`config.mk`:
```
export PLATFORM = sky130hd
export DESIGN_NAME = bti2c_target
export DESIGN_NICKNAME = d
export VERILOG_FILES = /design/src/rtl/bti2c_pkg.sv /design/src/rtl/bti2c_target.sv
export SDC_FILE = /design/constraint.sdc
export NUM_CORES = 1
export LEC_CHECK = 0
export ABC_CLOCK_PERIOD_IN_PS = 2500
export BUFFER_PORTS_ARGS = -buffer_cell sky130_fd_sc_hd__buf_2
export CORE_MARGIN = 4
export CORE_UTILIZATION = 55
export CTS_BUF_LIST = sky130_fd_sc_hd__clkbuf_16
export CTS_CLUSTER_SIZE = 25
export DETAILED_ROUTE_END_ITERATION = 10
export GPL_TIMING_DRIVEN = 0
export PLACE_DENSITY = 0.85
export SLEW_MARGIN = 40
export SYNTH_ARGS = -nofsm -noshare
export SYNTH_HDL_FRONTEND = slang
export SYNTH_SLANG_ARGS = --single-unit
```
`constraint.sdc`:
```
create_clock -name clk_sys -period 2.5 [get_ports clk_sys]
set_input_delay 0.25 -clock clk_sys [delete_from_list [all_inputs] [get_ports clk_sys]]
set_output_delay 0.25 -clock clk_sys [all_outputs]
set_load 0.1 [all_outputs]
```
`src/rtl/bti2c_pkg.sv`:
```
// Purpose: shared constants for the barometer two-wire target port
// Assumes: 100 MHz system clock, 7-bit addressing
// Notes: address upper bits fixed, lowest bit strapped
package bti2c_pkg;
    localparam logic [5:0] ADDR_HIGH = 6'h36; // 110110
    localparam int ADDR_BITS = 7;
    localparam logic [2:0] BIT_LAST = 3'h7;
    localparam logic [7:0] REG_RESET = 8'h00;
    localparam int REG_ADDR_W = 8;
    typedef enum logic [2:0] {
        ST_IDLE,
        ST_ADDR,
        ST_ACK,
        ST_WDATA,
        ST_RDATA,
        ST_RACK,
        ST_IGNORE
    } bti2c_state_t;
endpackage : bti2c_pkg

```
`src/rtl/bti2c_target.sv`:
```
// Purpose: two-wire target port of a digital barometer
// Assumes: scl and sda arrive asynchronously and are synchronised here
// Notes: register storage lives outside; this port offers a byte strobe
`timescale 1ns/1ps
`default_nettype none
module bti2c_target
    import bti2c_pkg::*;
(
    input wire logic clk_sys,
    input wire logic rst_n,
    input wire logic scl_in,
    input wire logic sda_in,
    output logic sda_out,
    output logic sda_oe_n,
    input wire logic addr_sel_in,
    input wire logic serial_sel_in,
    input wire logic conv_done_in,
    input wire logic conv_done_clr,
    output logic int_out,
    output logic twowire_mode,
    output logic [bti2c_pkg::REG_ADDR_W-1:0] reg_addr,
    output logic [7:0] wr_data,
    output logic wr_strobe,
    output logic rd_strobe,
    input wire logic [7:0] rd_data
);
    import bti2c_pkg::*;

    // two-stage synchronisers for the scl, sda, address-select and serial-select pins
    logic [1:0] scl_s_r, sda_s_r, asel_s_r, ssel_s_r;
    logic scl_d_r, sda_d_r;
    always_ff @(posedge clk_sys) begin
        scl_s_r <= {scl_s_r[0], scl_in};
        sda_s_r <= {sda_s_r[0], sda_in};
        asel_s_r <= {asel_s_r[0], addr_sel_in};
        ssel_s_r <= {ssel_s_r[0], serial_sel_in};
        scl_d_r <= scl_s_r[1];
        sda_d_r <= sda_s_r[1];
    end

    wire scl = scl_s_r[1];
    wire sda = sda_s_r[1];
    wire scl_rise = scl & ~scl_d_r;
    wire scl_fall = ~scl & scl_d_r;
    wire start_ev = scl & scl_d_r & sda_d_r & ~sda;
    wire stop_ev = scl & scl_d_r & ~sda_d_r & sda;
    // serial-select low forces the state machine to idle, so it also gates every transfer
    wire two_wire = ssel_s_r[1];
    wire [6:0] own_addr = {ADDR_HIGH, asel_s_r[1]};

    bti2c_state_t state_r, state_nxt;
    logic [2:0] bit_r;
    logic armed_r;
    logic [7:0] shift_r;
    logic rw_r, have_ptr_r, drive_low_r, int_r, mode_r;
    logic [REG_ADDR_W-1:0] ptr_r;
    logic [7:0] wdat_r;
    logic wstb_r, rstb_r, acked_r;

    // decode of the received address byte
    wire addr_match = (shift_r[7:1] == own_addr);
    wire byte_done = scl_fall & (bit_r == BIT_LAST);
    wire [7:0] shift_in = {shift_r[6:0], sda};

    // next state; start, stop and serial-select low act at once, other steps on scl falling edges
    always_comb begin
        state_nxt = state_r;
        if (!two_wire) begin
            state_nxt = ST_IDLE;
        end else if (start_ev) begin
            state_nxt = ST_ADDR;
        end else if (stop_ev) begin
            state_nxt = ST_IDLE;
        end else begin
            case (state_r)
                ST_ADDR: begin
                    if (byte_done) begin
                        state_nxt = addr_match ? ST_ACK : ST_IGNORE;
                    end
                end
                ST_ACK: begin
                    if (scl_fall) begin
                        state_nxt = rw_r ? ST_RDATA : ST_WDATA;
                    end
                end
                ST_WDATA: begin
                    if (byte_done) begin
                        state_nxt = ST_ACK;
                    end
                end
                ST_RDATA: begin
                    if (byte_done) begin
                        state_nxt = ST_RACK;
                    end
                end
                ST_RACK: begin
                    // ack bit was shifted in at the rise; move on the fall
                    if (scl_fall) begin
                        state_nxt = shift_r[0] ? ST_IGNORE : ST_RDATA;
                    end
                end
                default: state_nxt = state_r;
            endcase
        end
    end

    // bit counter stepped on scl falling edge, shift register sampled on scl rising edge
    always_ff @(posedge clk_sys) begin
        if (!rst_n || start_ev || state_r == ST_ACK
                || state_r == ST_RACK) begin
            bit_r <= 3'h0;
        end else if (scl_fall && ((state_r == ST_ADDR && armed_r)
                || state_r == ST_WDATA || state_r == ST_RDATA)) begin
            bit_r <= bit_r + 3'h1;
        end
        // the fall just after a start carries no bit, so it is not counted
        if (!rst_n || start_ev) begin
            armed_r <= 1'b0;
        end else if (scl_rise) begin
            armed_r <= 1'b1;
        end
        if (!rst_n) begin
            shift_r <= 8'h00;
        end else if (scl_rise) begin
            shift_r <= shift_in;
        end
    end

    // transfer bookkeeping
    always_ff @(posedge clk_sys) begin
        wstb_r <= 1'b0;
        rstb_r <= 1'b0;
        if (!rst_n) begin
            state_r <= ST_IDLE;
            rw_r <= 1'b0;
            have_ptr_r <= 1'b0;
            ptr_r <= REG_RESET;
            wdat_r <= 8'h00;
            acked_r <= 1'b0;
        end else begin
            state_r <= state_nxt;
            if (start_ev) begin
                have_ptr_r <= 1'b0;
                acked_r <= 1'b0;
            end
            if (byte_done && state_r == ST_ADDR) begin
                rw_r <= shift_r[0];
                // read starts from the current pointer
                rstb_r <= shift_r[0] & addr_match;
            end
            if (byte_done && state_r == ST_WDATA) begin
                if (!have_ptr_r) begin
                    ptr_r <= shift_r;
                    have_ptr_r <= 1'b1;
                end else begin
                    wdat_r <= shift_r;
                    wstb_r <= 1'b1;
                    acked_r <= 1'b1;
                end
            end
            // pointer steps after each stored byte and each acked read
            if (acked_r && wstb_r) begin
                ptr_r <= ptr_r + 8'h01;
            end
            if (state_r == ST_RACK && scl_rise && !sda) begin
                ptr_r <= ptr_r + 8'h01;
                rstb_r <= 1'b1;
            end
        end
    end

    // data line drive; changes only on scl low phase
    // bit to put out next: the counter steps at this same fall
    wire [2:0] rd_idx = (state_r == ST_RDATA) ? bit_r + 3'h1 : 3'h0;
    wire rd_bit = rd_data[3'h7 - rd_idx];
    always_ff @(posedge clk_sys) begin
        if (!rst_n) begin
            drive_low_r <= 1'b0;
        end else if (state_nxt == ST_IDLE || state_nxt == ST_IGNORE) begin
            drive_low_r <= 1'b0;
        end else if (scl_fall || (state_r != state_nxt)) begin
            // updated only once scl is seen low
            case (state_nxt)
                ST_ACK: drive_low_r <= ~scl;
                ST_RDATA: drive_low_r <= ~scl & ~rd_bit;
                default: drive_low_r <= 1'b0;
            endcase
        end
    end

    // data ready flag; a new result wins over a clear
    always_ff @(posedge clk_sys) begin
        if (!rst_n) begin
            int_r <= 1'b0;
            mode_r <= 1'b1;
        end else begin
            int_r <= conv_done_in | (int_r & ~conv_done_clr);
            mode_r <= two_wire;
        end
    end

    assign sda_out = 1'b0; // open drain: only ever pulls low
    assign sda_oe_n = ~drive_low_r;
    assign int_out = int_r;
    assign twowire_mode = mode_r;
    assign reg_addr = ptr_r;
    assign wr_data = wdat_r;
    assign wr_strobe = wstb_r;
    assign rd_strobe = rstb_r;
endmodule : bti2c_target
`default_nettype wire

```
### Word level (Yosys, flattened, before mapping)

Cells that the tools add are included.

* multiplexer cells: 29
* bitwise gates (word level): 20
* equality and inequality tests: 12
* $add $sub $neg: 3
* reduce and logical (&&, ||, !) cells: 22
* magnitude comparators: 1

Operators by type and width (number)
* $mux 3: 11
* $mux 8: 4
* $eq 3x3->1 const B: 5
* $pmux 3 s5: 1
* $and 1x1->1: 11
* $mux 1: 10
* $eq 3x2->1 const B: 3
* $add 8x1->8 const B: 1
* $not 1->1: 8
* $eq 7x7->1: 1
* $logic_and 1x1->1: 7
* $logic_or 1x1->1: 7
* $reduce_and 2->1: 3
* $lt 3x4->1 const B: 1
* $add 3x1->3 const B: 1
* $bmux 1 s3: 1
* $eq 3x1->1 const B: 1
* $logic_not 3->1: 1
* $ne 3x1->1 const B: 1
* $ne 3x3->1: 1
* $reduce_bool 3->1: 1
* $sub 3x3->3 const A: 1
* $logic_not 1->1: 2
* $mux 2: 1
* other kinds (3): 3

* logic and storage cells: 107
* output and inout bits: 22
* input port bits: 16
* bits in registers: 49

### Logic depth before layout (Yosys ltp)

* depth after elaboration: 11
* depth in mapped cells: 9
* depth with buffers taken out: 9

### Least setup slack after synthesis

Ideal clock, no wire load.

* path kind: register to register
* start point: register state_r[1]
* end point: register drive_low_r
* path slack: 219 ps
* period minus slack after synthesis: 2281 ps
* data arrival time: 2214 ps
* cell stages (with the launch flop): 10
* buffers on the path: 1
* data required time: 2433 ps
* setup time: 67 ps
* path through: dfxtp_1 > clkbuf_1 > inv_1 > ha_1 > and2_1 > nor2_1 > a221o_1 > xnor2_1 > a211o_1 > a21oi_2

* cells in the longest elaborated chain, start to end: 8
* elaborated cells on any way between the ends: 29
* those cells by class: add/sub: 1; eq/ne: 9; mux: 13; bitwise: 2; reduce/logical: 4

RTL lines
* from (decl): RTL line bti2c_target.sv:51 `bti2c_state_t state_r, state_nxt;`
* from (signal assigned): RTL line bti2c_target.sv:141 `state_r <= state_nxt;`
* $eq 3x3->1 (tied with other cells): RTL line bti2c_target.sv:75, bti2c_target.sv:174
* $mux 3 / $pmux 3 s5 (equally long branches): RTL line bti2c_target.sv:174, bti2c_target.sv:75
* $sub 3x3->3 / $mux 3 (equally long branches): RTL line bti2c_target.sv:175, bti2c_target.sv:72
* $bmux 1 s3 / $mux 3 (equally long branches): RTL line bti2c_target.sv:175, bti2c_target.sv:70
* $mux 1 (implied by the code) / $mux 3 (equally long branches): RTL line bti2c_target.sv:175, bti2c_target.sv:68
* $not 1->1 (tied with other cells): RTL line bti2c_target.sv:185 `ST_RDATA: drive_low_r <= ~scl & ~rd_bit;`
* $and 1x1->1 / $logic_or 1x1->1 (equally long branches): RTL line bti2c_target.sv:185, bti2c_target.sv:179
* $pmux 1 s2 / $reduce_or 2->1 (equally long branches)
* to (signal assigned): RTL line bti2c_target.sv:184 `ST_ACK: drive_low_r <= ~scl;`
* to (signal assigned): RTL line bti2c_target.sv:185
* to (decl): RTL line bti2c_target.sv:55 `logic rw_r, have_ptr_r, drive_low_r, int_r, mode_r;`

Several ways; a longest one is shown, not always the timed one. The select of a mux whose other input is x is not followed.
A chain may end at the register's enable or synchronous reset.

### Worst setup path in the final report

Ends and elaborated chain as after synthesis.

==> reports/results.tsv <==
metric	value	unit
initial antenna violation count	0	
reg-to-reg critical path startpoint	state_r[1]	
largest net degree at the start of global routing	17	
Port Buffer Count	36	
1st-pass router iterations	5	
area growth from synthesis to layout	18.66	%
Die Y	72.58	um
first-pass GRT wire length	8990	um
met3 Use GR	5.096	%
Net Count, Synth	282	
reg2reg setup slack	0.12	ns
Max-cap violations	0	
footprint of the multi-input gates	1226	um^2
CTS tree	built	
Cell Area, Synth	2293	um^2
Post-CTS Setup Inserts	0	
Yosys top cell area share	42.77	%
Setup crit end kind	flop	
Main synth FF type	dfxtp_1	
number of enable flip-flop cells after synthesis	0	
initial core utilization	56.93	%
min Tclk post-route	2.382	ns
top cells by area, synth	dfxtp_1 (43%), nor2_1 (5.6%), mux2i_1 (5.2%)	
nets@finish	325	
Hold Crit Class	in -> reg	
Avg Cell Area, Syn	8.754	um^2
Rel. slew slack	60.14	%
PD cells	625.4	nW/um^2
CTS max path bufs	2	
Netlist cell types	51	
max-slew violation count	0	
Slew @ Worst Pin	0.5979	ns
Lkg Pwr	1.160	nW
R2R cell count	9	
VDD IR max	0.5517	mV
Num CTS Buffers	5	
I/O pin count	38	
Starting DRT DRC Count	199	
Post-Route WL	5445	um
total track usage	21.62	%
Startpoint Class	flop	
Critical Path Fanout Max	10	
vias in the first global route	1927	
Hold Path Cell Cnt	1	
worst reg2reg path endpoint	drive_low_r	
register clock-pin slew on the reported worst setup and hold paths	0.07	ns
fillers	328	
Root Buffer	clkbuf_16	
Crit Path Class	reg -> reg	
clock sink total	49	
crit path cell chain	clkbuf_4, inv_1, ha_1, and2_1, nor2_1, a221o_1, xnor2_1, a211o_1, a21oi_2	
die area	5267	um^2
flip-flop and latch area	982.2	um^2
remaining antenna violation count	0	
met2 Use GR	33.47	%
final setup violation count	0	
area leader, netlist	dfxtp_1	
Worst EP required	2.72	ns
most common cell in the netlist	dfxtp_1	
WL/cell	15.29	um
Vias	2102	
total congestion overflow	0	
setup ws final	0.1184	ns
total power	1.702	mW
Core ar.	4029	um^2
Final Wtd Congestion	0.9011	
worst skew pair latency	0.29	ns
Max Clk Rate	419.9	MHz
# diodes	0	
Synth async-reset ratio	0	%
top cells by count, synth	dfxtp_1 (49), nor2_1 (34), nand2_1 (23)	
hold endpoint	asel_s_r[0]	
HPWL after DPL	3796	um
WP data arrival	2.60	ns
Critical Path Max Stage Delay	0.38	ns
Worst Clk Skew	0.006281	ns
yosys synthesis warning count	0	
slowest stage cell on the critical path	dfxtp_2	
final hold violation count	0	
Die X	72.58	um
status	completed	
Remaining DRCs	0	
Worst Hold Launch	addr_sel_in	
met1 usage	29.62	%
layer with the highest usage	met2	
routed vias/inst	5.904	
cell count after synthesis	262	
sequential-to-total area share from yosys stat	42.77	%
share of cells above drive strength 1	18.95	%
fin crit share	95.26	%
RSZ-0062 raised after global routing	false	
pre-CTS setup slack	-0.08325	ns
FP Rows	23	
number of synthesized register bits	49	
H-tree depth	2	
## per-stage QoR
step	instances	hold slack, ns	TNS (ns)	util, %	cell area, um^2
after CTS	356	0.05737	0	67.17	2706
after detailed placement	348	0.3150	-0.08325	62.95	2536
final	356	0.05790	0	67.55	2721
after floorplan	262	0.2777	0	-	2293
after global routing	356	0.04815	0	67.55	2721
after global placement	348	0.3096	-0.1057	62.95	2536
## metal layers
metal | up-vias | routed length [um] | part of all wire [%]
met5 | - | 0 | 0
met4 | 0 | 111 | 2.0
met3 | 13 | 378 | 6.9
met2 | 91 | 2551 | 47
met1 | 977 | 2403 | 44
li1 | 1021 | - | -
## cells by family after synthesis
group                    after synthesis  synth area share (%)
AO/OA/AOI/OAI                         58                 16.53
XOR/XNOR                               4                 1.528
adder cells (fa/ha/maj)                4                 2.182
buffers and inverters                 24                 4.255
flip-flops                            49                 42.77
multiplexers                          15                 7.692
other                                  1                0.1635
AND/OR/NAND/NOR                      107                 24.88
## state kept, by name, summed over array words and instances, names as in the netlist, 2 cells and up
name and flops:
wr_data 8, bit_r 3, reg_addr 8, shift_r 8, sda_s_r 2, scl_s_r 2, asel_s_r 2, state_r 3
ssel_s_r 2
## worst max-delay path: cells and delay by family, from the launching register on
| kind | cells | cell delay [ns] |
|---|---|---|
| AO/OA/AOI/OAI | 3 | 0.82 |
| AND/OR/NAND/NOR | 2 | 0.30 |
| flip-flops | 1 | 0.38 |
| adder cells (fa/ha/maj) | 1 | 0.35 |
| XOR/XNOR | 1 | 0.17 |
| buffers and inverters | 2 | 0.28 |
## final cells by class
class | instances | area share (%)
clock buffers | 5 | 4.598
plain buffers | 15 | 2.483
flip-flops and latches | 49 | 36.09
inverters | 9 | 1.241
multi-input cells | 189 | 45.06
clock inverters | 3 | 1.609
repair buffers | 36 | 6.621
well taps | 50 | 2.299
## timing repair
action,in CTS,in global routing
endpoints found under the hold margin,0,0
hold buffers,0,0
setup endpoints to repair,1,7
resized for setup,1,6
## how the worst max path moves through the flow
stage               cells past startpoint  startpoint  slack [ns]           to
finish                                  9  state_r[1]        0.12  drive_low_r
global route                            8     scl_d_r       0.004  reg_addr[2]
CTS                                     9  state_r[1]        0.04  drive_low_r
detailed placement                      9  state_r[1]       -0.08  drive_low_r
global placement                        9  state_r[1]       -0.11  drive_low_r
floorplan                               9  state_r[1]        0.22  drive_low_r
## power by group
| group | internal (mW) | switching (mW) | total [mW] | leakage [nW] |
|---|---|---|---|---|
| logic | 0.0401 | 0.0772 | 0.117 | 0.676 |
| clock network | 0.474 | 0.307 | 0.781 | 0.0842 |
| registers | 0.794 | 0.00969 | 0.804 | 0.400 |
| total | 1.31 | 0.394 | 1.70 | 1.16 |
## layout by cell type (no fill, tap or decap), drive strengths merged, types with 4 or more instances in the layout
cell    instances
mux2i          12
nor3            4
nand4b          4
ha              4
dfxtp          49
inv             9
nand2          24
nand3           4
buf            39
nor2           34
nor3b           9
clkbuf         17
a221oi          6
nand2b          7
o21ai          12
a21oi          21
and3            5
No activity file was read; power rests on OpenSTA's default activity.
